===== src/pdc_pkg.sv =====
/*
 * Shared constants of the divider chain: programming word layout,
 * latch addresses, modulus values, register offsets and reset values.
 * Assumes a single 40 MHz bus clock drives every module that uses it.
 */
// Operation
// - Reference divider: 15 bits, ratio 2 to 32767.
// - Reference divider counts buffered reference edges.
// - Comparison rate is reference over ratio.
// - Buffered reference also drives reference output pin.
// - Dual modulus pairs 32/33, 16/17, 8/9.
// - Feedback word bit 20 selects modulus pair.
// - Feedback divider steps on prescaler output only.
// - 13-bit main counter, 5-bit swallow counter.
// - Feedback ratio is base times main plus swallow.
// - 32/33 covers 992 through 262143 gaplessly.
// - 16/17 covers 240 through 131071 gaplessly.
// - 8/9 covers 56 through 65535.
// - Detector compares pulses, drives pump up/down.
// - Locked RF equals feedback ratio times comparison.
// - 22-bit shift register, rising clock, MSB first.
// - Last two bits address latch, strobe loads.
package pdc_pkg;

    // ------------------------------------------------------------------
    // Serial programming word
    // ------------------------------------------------------------------
    localparam int          SHIFT_W  = 22;
    localparam logic [1:0]  ADDR_REF = 2'h0;
    localparam logic [1:0]  ADDR_FB  = 2'h1;
    localparam logic [1:0]  ADDR_AUX = 2'h2;
    localparam logic [21:0] WORD_RST = 22'h00_0000;

    localparam int REF_LSB  = 2;
    localparam int REF_W    = 15;
    localparam int SWL_LSB  = 2;
    localparam int SWL_W    = 5;
    localparam int MAIN_LSB = 7;
    localparam int MAIN_W   = 13;
    localparam int PSEL_BIT = 20;

    localparam logic [15:0] REF_MIN  = 16'h0002;
    localparam logic [15:0] MAIN_MIN = 16'h0001;

    // ------------------------------------------------------------------
    // Prescaler base moduli
    // ------------------------------------------------------------------
    localparam logic [5:0] MOD_32 = 6'h20;
    localparam logic [5:0] MOD_16 = 6'h10;
    localparam logic [5:0] MOD_8  = 6'h08;

    // ------------------------------------------------------------------
    // Bus registers
    // ------------------------------------------------------------------
    localparam logic [31:0] REG_CTRL   = 32'h0000_0000;
    localparam logic [31:0] REG_STATUS = 32'h0000_0004;
    localparam logic [31:0] REG_REF    = 32'h0000_0008;
    localparam logic [31:0] REG_FB     = 32'h0000_000C;
    localparam logic [31:0] REG_AUX    = 32'h0000_0010;
    localparam int          CTRL_RUN_BIT = 0;
    localparam logic        RUN_RST      = 1'b1;

endpackage


===== src/pdc_prog_if.sv =====
/*
 * Latched programming words passed from the serial port to the chain.
 * Assumes both ends run on the bus clock.
 */
`timescale 1ns/1ps
interface pdc_prog_if;
    logic [21:0] ref_word;
    logic [21:0] fb_word;
    logic [21:0] aux_word;
    logic        load;

    modport src (output ref_word, output fb_word, output aux_word,
                 output load);
    modport dst (input ref_word, input fb_word, input aux_word,
                 input load);
endinterface // pdc_prog_if


===== src/pdc_counter.sv =====
/*
 * Programmable down counter that emits one tick per completed count.
 * Assumes step is a one-cycle enable on the bus clock and ratio >= 1.
 */
`timescale 1ns/1ps
module pdc_counter #(
    parameter int WIDTH = 15
) (
    input  wire logic             hclk,
    input  wire logic             hresetn,
    input  wire logic             restart,
    input  wire logic             step,
    input  wire logic [WIDTH-1:0] ratio,
    output logic                  tick,
    output logic [WIDTH-1:0]      count
);
    if (WIDTH < 1 || WIDTH > 16) begin : g_bad_width
        $error("pdc_counter width out of range");
    end

    typedef struct packed {
        logic [WIDTH-1:0] cnt;
    } pdc_cnt_state_t;

    pdc_cnt_state_t st_q;
    pdc_cnt_state_t st_d;
    logic [WIDTH-1:0] reload;

    assign reload = ratio - {{(WIDTH-1){1'b0}}, 1'b1};
    assign tick   = step && !restart && (st_q.cnt == '0);
    assign count  = st_q.cnt;

    always_comb begin
        st_d = st_q;
        if (restart) begin
            st_d.cnt = reload;
        end else if (step) begin
            // Reload on terminal count so the divide never pauses.
            st_d.cnt = (st_q.cnt == '0) ? reload : st_q.cnt - 1'b1;
        end
    end

    always_ff @(posedge hclk or negedge hresetn) begin
        if (!hresetn) begin
            st_q <= '0;
        end else begin
            st_q <= st_d;
        end
    end
endmodule // pdc_counter


===== src/pdc_divider_chain.sv =====
/*
 * Divider chain top: reference divider, dual-modulus prescaler with
 * swallow counter, main feedback counter, phase/frequency detector
 * and an AHB-Lite register slave.
 * Assumes reference and RF pins toggle slower than half the 40 MHz
 * bus clock; every pin edge is sampled, so faster inputs alias.
 */
`timescale 1ns/1ps
module pdc_divider_chain #(
    parameter bit LOW_BAND = 1'b0
) (
    input  wire logic        hclk,
    input  wire logic        hresetn,
    input  wire logic        hsel,
    input  wire logic [31:0] haddr,
    input  wire logic [1:0]  htrans,
    input  wire logic        hwrite,
    input  wire logic [2:0]  hsize,
    input  wire logic [31:0] hwdata,
    input  wire logic        hready,
    output logic             hreadyout,
    output logic [31:0]      hrdata,
    output logic             hresp,
    input  wire logic        reference_in_pin,
    output logic             reference_out_pin,
    input  wire logic        rf_input,
    input  wire logic        prog_clk_pin,
    input  wire logic        prog_data_pin,
    input  wire logic        latch_strobe,
    output logic             pump_up,
    output logic             pump_down
);

    // ------------------------------------------------------------------
    // State
    // ------------------------------------------------------------------
    typedef struct packed {
        logic        ref_s1, ref_s2, ref_s3, ref_out;
        logic        rf_s1, rf_s2, rf_s3;
        logic [5:0]  psc_cnt;
        logic [4:0]  swallow;
        logic        up, dn, run;
        logic        wr_ctrl;
        logic [31:0] hrdata;
        logic [15:0] fb_cycles;
    } pdc_top_state_t;

    localparam pdc_top_state_t ST_RST = '{
        run: pdc_pkg::RUN_RST, default: '0};

    pdc_top_state_t st_q;
    pdc_top_state_t st_d;

    pdc_prog_if prog ();

    // ------------------------------------------------------------------
    // Helpers
    // ------------------------------------------------------------------
    function automatic logic [15:0] pdc_floor(input logic [15:0] v,
                                               input logic [15:0] lo);
        return (v < lo) ? lo : v;
    endfunction

    function automatic logic [5:0] pdc_base(input logic sel);
        if (LOW_BAND) begin
            return sel ? pdc_pkg::MOD_16 : pdc_pkg::MOD_8;
        end
        return sel ? pdc_pkg::MOD_32 : pdc_pkg::MOD_16;
    endfunction

    // ------------------------------------------------------------------
    // Programmed values
    // ------------------------------------------------------------------
    logic [14:0] ref_ratio;
    logic [12:0] main_val;
    logic [4:0]  swl_val;
    logic        psc_sel;
    logic [15:0] ref_eff16;
    logic [15:0] main_eff16;
    logic [14:0] ref_eff;
    logic [12:0] main_eff;
    logic [5:0]  base;
    logic [5:0]  modulus;

    assign ref_ratio  = prog.ref_word[pdc_pkg::REF_LSB +: pdc_pkg::REF_W];
    assign main_val   = prog.fb_word[pdc_pkg::MAIN_LSB +: pdc_pkg::MAIN_W];
    assign swl_val    = prog.fb_word[pdc_pkg::SWL_LSB +: pdc_pkg::SWL_W];
    assign psc_sel    = prog.fb_word[pdc_pkg::PSEL_BIT];

    // Ratios below the divider's floor are raised rather than stalled.
    assign ref_eff16  = pdc_floor({1'b0, ref_ratio}, pdc_pkg::REF_MIN);
    assign main_eff16 = pdc_floor({3'h0, main_val}, pdc_pkg::MAIN_MIN);
    assign ref_eff    = ref_eff16[14:0];
    assign main_eff   = main_eff16[12:0];

    assign base    = pdc_base(psc_sel);
    // Upper modulus while swallowing, base modulus afterwards.
    assign modulus = base + {5'h00, (st_q.swallow != 5'h00)};

    // ------------------------------------------------------------------
    // Edges and divider enables
    // ------------------------------------------------------------------
    logic ref_edge;
    logic rf_edge;
    logic restart;
    logic psc_tick;
    logic ref_tick;
    logic fb_tick;

    assign ref_edge = st_q.ref_s2 && !st_q.ref_s3;
    assign rf_edge  = st_q.rf_s2 && !st_q.rf_s3;
    // A new word or a stopped chain restarts every count from the top.
    assign restart  = prog.load || !st_q.run;
    assign psc_tick = rf_edge && !restart &&
                      (st_q.psc_cnt == modulus - 6'h01);

    // ------------------------------------------------------------------
    // Submodules
    // ------------------------------------------------------------------
    pdc_serial_port u_port (
        .hclk          (hclk),
        .hresetn       (hresetn),
        .prog_clk_pin  (prog_clk_pin),
        .prog_data_pin (prog_data_pin),
        .latch_strobe  (latch_strobe),
        .prog          (prog)
    );

    pdc_counter #(.WIDTH(pdc_pkg::REF_W)) u_ref_div (
        .hclk    (hclk),
        .hresetn (hresetn),
        .restart (restart),
        .step    (ref_edge),
        .ratio   (ref_eff),
        .tick    (ref_tick),
        .count   ()
    );

    pdc_counter #(.WIDTH(pdc_pkg::MAIN_W)) u_fb_div (
        .hclk    (hclk),
        .hresetn (hresetn),
        .restart (restart),
        .step    (psc_tick),
        .ratio   (main_eff),
        .tick    (fb_tick),
        .count   ()
    );

    // ------------------------------------------------------------------
    // Register read decode
    // ------------------------------------------------------------------
    function automatic logic [31:0] pdc_read(input logic [31:0] a,
                                              input pdc_top_state_t s);
        unique case (a)
            pdc_pkg::REG_CTRL:   return {31'h0000_0000, s.run};
            pdc_pkg::REG_STATUS: return {s.fb_cycles, 13'h0000,
                                         (s.swallow != 5'h00), s.dn, s.up};
            pdc_pkg::REG_REF:    return {10'h000, prog.ref_word};
            pdc_pkg::REG_FB:     return {10'h000, prog.fb_word};
            pdc_pkg::REG_AUX:    return {10'h000, prog.aux_word};
            default:             return 32'h0000_0000;
        endcase
    endfunction

    logic take;
    assign take = hsel && htrans[1] && hready;

    // ------------------------------------------------------------------
    // Next state
    // ------------------------------------------------------------------
    logic up_n;
    logic dn_n;

    always_comb begin
        st_d = st_q;
        up_n = 1'b0;
        dn_n = 1'b0;

        st_d.ref_s1  = reference_in_pin;
        st_d.ref_s2  = st_q.ref_s1;
        st_d.ref_s3  = st_q.ref_s2;
        st_d.ref_out = st_q.ref_s2;
        st_d.rf_s1   = rf_input;
        st_d.rf_s2   = st_q.rf_s1;
        st_d.rf_s3   = st_q.rf_s2;

        if (restart) begin
            st_d.psc_cnt = 6'h00;
            st_d.swallow = swl_val;
        end else if (rf_edge) begin
            st_d.psc_cnt = psc_tick ? 6'h00 : st_q.psc_cnt + 6'h01;
            if (fb_tick) begin
                st_d.swallow = swl_val;
            end else if (psc_tick && st_q.swallow != 5'h00) begin
                st_d.swallow = st_q.swallow - 5'h01;
            end
        end

        // Both pulses seen clears both; pulse width tracks phase error.
        if (!st_q.run) begin
            st_d.up = 1'b0;
            st_d.dn = 1'b0;
        end else begin
            up_n    = st_q.up || ref_tick;
            dn_n    = st_q.dn || fb_tick;
            st_d.up = up_n && !dn_n;
            st_d.dn = dn_n && !up_n;
        end

        if (fb_tick) begin
            st_d.fb_cycles = st_q.fb_cycles + 16'h0001;
        end

        if (st_q.wr_ctrl) begin
            st_d.run = hwdata[pdc_pkg::CTRL_RUN_BIT];
        end
        st_d.wr_ctrl = take && hwrite && (haddr == pdc_pkg::REG_CTRL);
        if (take && !hwrite) begin
            st_d.hrdata = pdc_read(haddr, st_q);
        end
    end

    always_ff @(posedge hclk or negedge hresetn) begin
        if (!hresetn) begin
            st_q <= ST_RST;
        end else begin
            st_q <= st_d;
        end
    end

    // ------------------------------------------------------------------
    // Outputs
    // ------------------------------------------------------------------
    // Zero wait states: every transfer completes in its data phase.
    assign hreadyout         = 1'b1;
    assign hresp             = 1'b0;
    assign hrdata            = st_q.hrdata;
    assign reference_out_pin = st_q.ref_out;
    assign pump_up           = st_q.up;
    assign pump_down         = st_q.dn;

    // ------------------------------------------------------------------
    // Checking helpers
    // ------------------------------------------------------------------
    logic [15:0] ref_edges_h;
    logic        ref_ok_h;
    logic [18:0] rf_edges_h;
    logic        fb_ok_h;
    logic [18:0] n_total_h;

    assign n_total_h = 19'({13'h0000, base} * {6'h00, main_eff}) +
                       {14'h0000, swl_val};

    always_ff @(posedge hclk or negedge hresetn) begin
        if (!hresetn) begin
            ref_edges_h <= 16'h0000;
            ref_ok_h    <= 1'b0;
            rf_edges_h  <= 19'h0_0000;
            fb_ok_h     <= 1'b0;
        end else if (restart) begin
            ref_edges_h <= 16'h0000;
            ref_ok_h    <= 1'b0;
            rf_edges_h  <= 19'h0_0000;
            fb_ok_h     <= 1'b0;
        end else begin
            if (ref_tick) begin
                ref_edges_h <= 16'h0000;
                ref_ok_h    <= 1'b1;
            end else if (ref_edge) begin
                ref_edges_h <= ref_edges_h + 16'h0001;
            end
            if (fb_tick) begin
                rf_edges_h <= 19'h0_0000;
                fb_ok_h    <= 1'b1;
            end else if (rf_edge) begin
                rf_edges_h <= rf_edges_h + 19'h0_0001;
            end
        end
    end
endmodule // pdc_divider_chain


===== src/pdc_serial_port.sv =====
/*
 * Three-wire programming port: shift register and three latches.
 * Assumes the host pins are asynchronous and slow against the bus clock.
 */
`timescale 1ns/1ps
module pdc_serial_port (
    input  wire logic hclk,
    input  wire logic hresetn,
    input  wire logic prog_clk_pin,
    input  wire logic prog_data_pin,
    input  wire logic latch_strobe,
    pdc_prog_if.src   prog
);
    typedef struct packed {
        logic        clk_s1, clk_s2, clk_s3;
        logic        dat_s1, dat_s2;
        logic        le_s1, le_s2, le_s3;
        logic [21:0] shift;
        logic [21:0] ref_word, fb_word, aux_word;
        logic        load;
    } pdc_ser_state_t;

    localparam pdc_ser_state_t ST_RST = '{
        ref_word: pdc_pkg::WORD_RST, fb_word: pdc_pkg::WORD_RST,
        aux_word: pdc_pkg::WORD_RST, default: '0};

    pdc_ser_state_t st_q;
    pdc_ser_state_t st_d;
    logic clk_rise;
    logic le_rise;

    assign clk_rise = st_q.clk_s2 && !st_q.clk_s3;
    assign le_rise  = st_q.le_s2 && !st_q.le_s3;

    always_comb begin
        st_d = st_q;
        st_d.clk_s1 = prog_clk_pin;
        st_d.clk_s2 = st_q.clk_s1;
        st_d.clk_s3 = st_q.clk_s2;
        st_d.dat_s1 = prog_data_pin;
        st_d.dat_s2 = st_q.dat_s1;
        st_d.le_s1  = latch_strobe;
        st_d.le_s2  = st_q.le_s1;
        st_d.le_s3  = st_q.le_s2;
        st_d.load   = 1'b0;
        if (clk_rise) begin
            st_d.shift = {st_q.shift[20:0], st_q.dat_s2};
        end
        if (le_rise) begin
            unique case (st_q.shift[1:0])
                pdc_pkg::ADDR_REF: st_d.ref_word = st_q.shift;
                pdc_pkg::ADDR_FB:  st_d.fb_word  = st_q.shift;
                pdc_pkg::ADDR_AUX: st_d.aux_word = st_q.shift;
                default:           ;
            endcase
            st_d.load = 1'b1;
        end
    end

    always_ff @(posedge hclk or negedge hresetn) begin
        if (!hresetn) begin
            st_q <= ST_RST;
        end else begin
            st_q <= st_d;
        end
    end

    assign prog.ref_word = st_q.ref_word;
    assign prog.fb_word  = st_q.fb_word;
    assign prog.aux_word = st_q.aux_word;
    assign prog.load     = st_q.load;
endmodule // pdc_serial_port

===== config.mk =====
export PLATFORM = sky130hd
export DESIGN_NAME = pdc_divider_chain
export DESIGN_NICKNAME = d
export VERILOG_FILES = /design/src/pdc_pkg.sv /design/src/pdc_prog_if.sv /design/src/pdc_counter.sv /design/src/pdc_divider_chain.sv /design/src/pdc_serial_port.sv
export SDC_FILE = /design/constraint.sdc
export NUM_CORES = 1
export LEC_CHECK = 0
export ABC_CLOCK_PERIOD_IN_PS = 5100
export BUFFER_PORTS_ARGS = -buffer_cell sky130_fd_sc_hd__buf_4
export CAP_MARGIN = 30
export CORE_ASPECT_RATIO = 0.5
export CORE_MARGIN = 5
export CORE_UTILIZATION = 30
export CTS_BUF_LIST = sky130_fd_sc_hd__clkbuf_8
export DETAILED_ROUTE_END_ITERATION = 10
export HOLD_SLACK_MARGIN = 0.02
export PLACE_DENSITY = 0.44
export SETUP_SLACK_MARGIN = 0.3
export SYNTH_ARGS = -nofsm -noshare
export SYNTH_HDL_FRONTEND = slang
export SYNTH_SLANG_ARGS = --single-unit

===== constraint.sdc =====
create_clock -name hclk -period 5.1 [get_ports hclk]
set_clock_uncertainty 0.15 [all_clocks]
set_input_delay 0.255 -clock hclk [delete_from_list [all_inputs] [get_ports hclk]]
set_output_delay 0.255 -clock hclk [all_outputs]
set_load 0.03 [all_outputs]

After elaboration in Yosys (flattened, before gate mapping)
Index checks and enable logic that the tools add are counted.
{"block": "word_totals", "wordCells": 107, "output_inout_bits": 37, "in_bits": 79, "regBits": 194}
{"block": "op_classes", "n_mux": 17, "n_addsub": 9, "n_eq_ne": 7, "n_lt_le_gt_ge": 2, "reduce_logical": 43}
{"cell": "$pmux 32 s5", "n": 1}
{"cell": "$eq 32x4->1 const B", "n": 2}
{"cell": "$mux 15", "n": 4}
{"cell": "$mux 13", "n": 4}
{"cell": "$eq 32x3->1 const B", "n": 1}
{"cell": "$eq 32x5->1 const B", "n": 1}
{"cell": "$logic_not 32->1", "n": 1}
{"cell": "$sub 15x1->15 const B", "n": 2}
{"cell": "$sub 13x1->13 const B", "n": 2}
{"cell": "$mux 11", "n": 2}
{"cell": "$logic_and 1x1->1", "n": 18}
{"cell": "$add 16x1->16 const B", "n": 1}
{"cell": "$logic_not 15->1", "n": 1}
{"cell": "$lt 15x2->1 const B", "n": 1}
{"cell": "$logic_not 13->1", "n": 1}
{"cell": "$lt 13x1->1 const B", "n": 1}
{"cell": "$mux 6", "n": 2}
{"cell": "$mux 5", "n": 2}
{"cell": "$logic_not 1->1", "n": 9}
{"cell": "$reduce_and 2->1", "n": 4}
{"cell": "$add 6x1->6", "n": 1}
{"cell": "$add 6x1->6 const B", "n": 1}
{"cell": "$eq 6x6->1", "n": 1}
{"cell": "$reduce_bool 2->1", "n": 3}
{"cell": "10 further kinds", "n": 12}

Depth between registers and ports, before layout
{"block": "depth", "ltp_word": 11, "ltp_mapped": 11}

Hierarchy
Synthesis repeated with hierarchy kept, for this count alone.
{"block": "unflattened", "cells_unflattened": 1019, "hier_area_um2": 10754.1}
{"mod": "pdc_divider_chain", "cells_each": 462, "n_inst": 1, "area_per_inst_um2": 4284.1}
{"mod": "pdc_serial_port", "cells_each": 264, "n_inst": 1, "area_per_inst_um2": 4030.1}
{"mod": "pdc_counter (u_ref_div)", "cells_each": 152, "n_inst": 1, "area_per_inst_um2": 1232.4}
{"mod": "pdc_counter (u_fb_div)", "cells_each": 141, "n_inst": 1, "area_per_inst_um2": 1207.4}

Worst setup path after synthesis
No wires, ideal clock.
{"block": "synth_timing", "path_kind": "reg2reg", "startpoint": "reg u_port.st_q, in the netlist u_port.prog.ref_word[7]", "endpoint": "reg u_ref_div.st_q, in the netlist u_ref_div.count[12]", "path_buffers": 1, "arrival_time_ns": 3.095, "slack_ns": 1.723, "stages_incl_launch_ff": 11, "required_time_ns": 4.818, "path_cell_list": "dfrtp_1 clkbuf_1 or4_1 or3_1 o21ai_1 ha_1 or4b_1 nor4_1 nor4bb_1 xnor2_1 o21ai_1"}
{"block": "synth_between", "elab_chain_len": 6}
{"item": "start: declaration", "line_no": "pdc_serial_port.sv:27", "text": "pdc_ser_state_t st_q;"}
{"item": "start signal: assignment", "line_no": "pdc_serial_port.sv:64", "text": "st_q <= st_d;"}
{"item": "$lt 15x2->1", "line_no": "pdc_divider_chain.sv:61", "text": "return (v < lo) ? lo : v;"}
{"item": "$mux 15 *", "line_no": "pdc_divider_chain.sv:61"}
{"item": "$sub 15x1->15 *", "line_no": "pdc_counter.sv:29", "text": "assign reload = ratio - {{(WIDTH-1){1'b0}}, 1'b1};"}
{"item": "$mux 15", "line_no": "pdc_counter.sv:39", "text": "st_d.cnt = (st_q.cnt == '0) ? reload : st_q.cnt - 1'b1;"}
{"item": "$mux 15", "line_no": "pdc_counter.sv:37", "text": "end else if (step) begin"}
{"item": "$mux 15 *", "line_no": "pdc_counter.sv:35", "text": "if (restart) begin"}
{"item": "end signal: assignment", "line_no": "pdc_counter.sv:47", "text": "st_q <= st_d;"}
{"item": "end: declaration", "line_no": "pdc_counter.sv:25", "text": "pdc_cnt_state_t st_q;"}
Every way passes the cells marked *; elsewhere a longest branch is shown, timed or not. The select of a mux whose other input is x is not followed.
A chain may end at the register's enable or synchronous reset.

Worst setup path after layout
{"block": "layout_timing", "startpoint": "reg u_port.st_q, in the netlist u_port.prog.ref_word[11]", "endpoint": "reg u_ref_div.st_q, in the netlist u_ref_div.count[12]"}
The elaborated chain is that of the path after synthesis.

==> flow_summary.yaml <==
logic_synthesis:
  async_reset_ff_share_pct: 100
  synth_cell_types: 64
  synth.area.top_cells: "dfrtp_1 51%, mux2_2 11%, nor2_1 2.9%"
  synth-main-ff-cell: "dfrtp_1"
  seq_area_frac_synth_pct: 51.1
  yosysWarningCount: 0
  ys_ff_latch: 194
  synth_edf_count: 0
  synth_top_area_share_pct: 50.8
  synth_nets: 969
  syn_avg_cell_area_um2: 10.8
  synth_area_leader_cell: "dfrtp_1"
  syn_area_um2: 9500
  synthCells: 881
clocking:
  cts_tree: "built"
  cts_made_buffers: 17
  cts_root_buf: "clkbuf_8"
  cts_sinks: 194
  clkTransAtPathRegs_ns: 0.10
  htreeDepth: 4
  postCtsSetupBuffers: 0
  clk_latency_ns: 0.50
  cts_buffer_depth: 2
floorplanning:
  rows: 46
  core_region_area_um2: 31400
  die_x_um: 262
  initial_core_util_pct: 30.2
  io_pins: 116
  dieArea_um2: 35500
  dieHeight_um: 136
place:
  hpwlAfterDp_mm: 17.6
  dp_cells: 1336
  numPortBuffers: 78
  place_congestion: 0.761
final_layout:
  syn2layout_area_growth_pct: 14.6
  regArea_um2: 4860
  fill_cells: 3205
  final_nets: 1022
  drive_gt1_share_pct: 25.4
  stdcell_count: 1378
  multi_input_comb_area_um2: 4200
  diodes: 0
power:
  swShare_pct: 35.5
  powerDensity_nw_per_um2: 410
  peakVddDrop_mv: 0.162
  p_leak_nw: 4.73
  p_switching_w: 0.00159
  pwr-share-seq_pct: 49.3
  clkPwrFrac_pct: 22.9
  pwr-share-comb_pct: 27.9
  p_int_w: 0.00288
min_path:
  hold_end: "hrdata[0]"
  hold_path_class: "in -> reg"
  min_from: "haddr[2]"
  hold_depth: 4
worst_setup_path:
  critical_path_class: "reg -> reg"
  end_kind: "flop"
  reg2regPathDepth: 9
  arrival_ns: 4.09
  worstPathMaxFanout: 7
  path_buf_inv: 0
  cp_cell_sequence: "or4_1 > or3_1 > o21ai_1 > ha_1 > or4b_1 > nor4_1 > nor4bb_1 > xnor2_1 > o21ai_1"
  r2r_start: "u_port.prog.ref_word[11]"
  critical_path.most_common_cell: "o21ai_1"
  r2r_slack_ns: 1.22
  crit_path_start_kind: "flop"
  max_stage_delay_ns: 0.60
  cp_slowest_cell: "or4_1"
  cp_top_family: "simple AND/OR/NAND/NOR gates"
  rr_endpoint: "u_ref_div.count[12]"
  critPathRequiredTime_ns: 5.32
timing:
  finalCriticalPeriod_ns: 3.88
  max_freq_ghz: 0.258
  finalCritPeriodShare_pct: 76.0
  worst_pin_slew_ns: 0.886
  finalHoldViolCount: 0
  rsz0062_at_grt: "false"
  setup_tns_ns: 0
  setup_violations: 0
  slew_violations: 0
  slew_headroom_pct: 40.9
routing:
  post_drt_wl_per_cell_um: 18.5
  routed_via_density: 4.99
  drt_iter0_markers: 382
  first_pass_iters: 5
  finalWirelength_mm: 25.5
  num_vias: 6877
  antenna_left: 0
  drcViolationCount: 0
flow_run:
  cap_violations: 0
grt:
  grt_max_degree: 98
  antenna_found_initial: 0
  grt-ovfl-total: 0
  grt_usage_pct: 14.6
  grt_pass1_wl_mm: 40.3
  grt_pass1_vias: 6877
status:
  status: "completed"
[timing repair]
action / CTS / global route
endpoints found under the hold margin: 102 / 0
resized for setup: 0 / 0
hold buffers: 11 / 0
[registers in the layout (all words and copies together), names as in the netlist, 5 cells and up]
register              count
hrdata                   32
u_ref_div.count          15
u_port.prog.fb_word      22
u_fb_div.count           13
u_port.prog.ref_word     22
u_port.st_q              25
u_port.st_d               5
u_port.prog.aux_word     22
st_q                     30
[cells in the final DEF (no fill, tap or decap), types with 22 or more instances in the layout]
master / Yosys / layout
buf_4: 34 / 96
nor2_1: 74 / 74
mux2_2: 92 / 92
o21ai_0: 25 / 25
xor2_1: 22 / 22
clkbuf_8: 0 / 22
a22oi_1: 26 / 26
nand2_1: 56 / 56
dfrtp_1: 193 / 193
a21oi_1: 46 / 46
nor3_1: 23 / 22
[metrics by stage]
step                      instance area [µm²]  power (W)  utilization, %  hold slack, ns  worst slack [ns]
after floorplan                          9500    0.00306               -          -0.191              1.72
after detailed placement                10400    0.00347            33.1           0.189              1.24
after global placement                  10400    0.00343            33.0           0.183              1.30
after global routing                    10900    0.00478            34.6           0.101              1.05
after CTS                               10900    0.00453            34.6          0.0301              1.22
final                                   10900    0.00447            34.6          0.0802              1.22
[logic make-up after synthesis]
| kind of cell | after synthesis | synth area share (%) |
|---|---|---|
| AO/OA/AOI/OAI | 182 | 12.7 |
| XOR/XNOR | 38 | 3.50 |
| adder cells (fa/ha/maj) | 9 | 1.19 |
| buffers and inverters | 89 | 4.91 |
| flip-flops | 194 | 51.1 |
| multiplexers | 95 | 11.2 |
| other | 2 | 0.0791 |
| AND/OR/NAND/NOR | 272 | 15.3 |
[final cells by class]
| cell class | count | share of cell area (%) |
|---|---|---|
| sequential | 194 | 44.6 |
| clock inverter | 10 | 0.931 |
| timing repair buffer | 108 | 7.76 |
| clock buffer | 21 | 2.65 |
| multi-input combinational | 598 | 38.6 |
| inverter | 15 | 0.517 |
| tap | 432 | 4.96 |
[synth_stat cells (5+ instances only)]
cell type	instances
nor2_1	74
nand2_1	56
o21ai_0	25
nor4_1	16
o21ai_1	16
o211ai_1	5
a21oi_1	46
xor2_1	22
a31oi_1	9
or3_1	9
nor3_1	23
or4_1	12
nand2b_1	7
o22a_1	5
nand4_1	13
mux2_2	92
dfrtp_1	193
nor2b_1	14
a22o_1	10
clkbuf_1	36
o22ai_1	7
nand3_1	14
nor3b_1	8
a22oi_1	26
buf_4	34
xnor2_1	16
ha_1	9
inv_1	15
[power groups by stage]
stage	registers, W	logic, W	clock network (W)
2_1_floorplan	0.00209	0.000975	0
3_3_place_gp	0.00221	0.00122	0
3_5_place_dp	0.00223	0.00124	0
5_1_grt	0.00225	0.00139	0.00113
6_report	0.00220	0.00124	0.00102
4_1_cts	0.00220	0.00125	0.00107
[worst max path at each step]
stage	from	to	cells past startpoint
5_1_grt	st_q[52]	u_fb_div.count[11]	11
2_1_floorplan	u_port.prog.ref_word[7]	u_ref_div.count[12]	10
3_5_place_dp	u_port.prog.ref_word[11]	u_ref_div.count[12]	9
3_3_place_gp	u_port.prog.ref_word[11]	u_ref_div.count[12]	9
4_1_cts	u_port.prog.ref_word[11]	u_ref_div.count[12]	9
6_report	u_port.prog.ref_word[11]	u_ref_div.count[12]	9
[layer usage]
metal / GRT usage (%) / share of wire (%)
met1: 21.1 / 50
met2: 22.6 / 46
met3: 2.77 / 3.1
met4: 3.79 / 1.1
met5: 0 / 0
[worst register-to-register path, stage by stage, from the launching register on]
cell      delay [ns]
dfrtp_1         0.47
or4_1           0.60
or3_1           0.45
o21ai_1         0.23
ha_1            0.24
or4b_1          0.56
nor4_1          0.41
nor4bb_1        0.32
xnor2_1         0.24
o21ai_1         0.09
No activity file was read; power rests on OpenSTA's default activity.
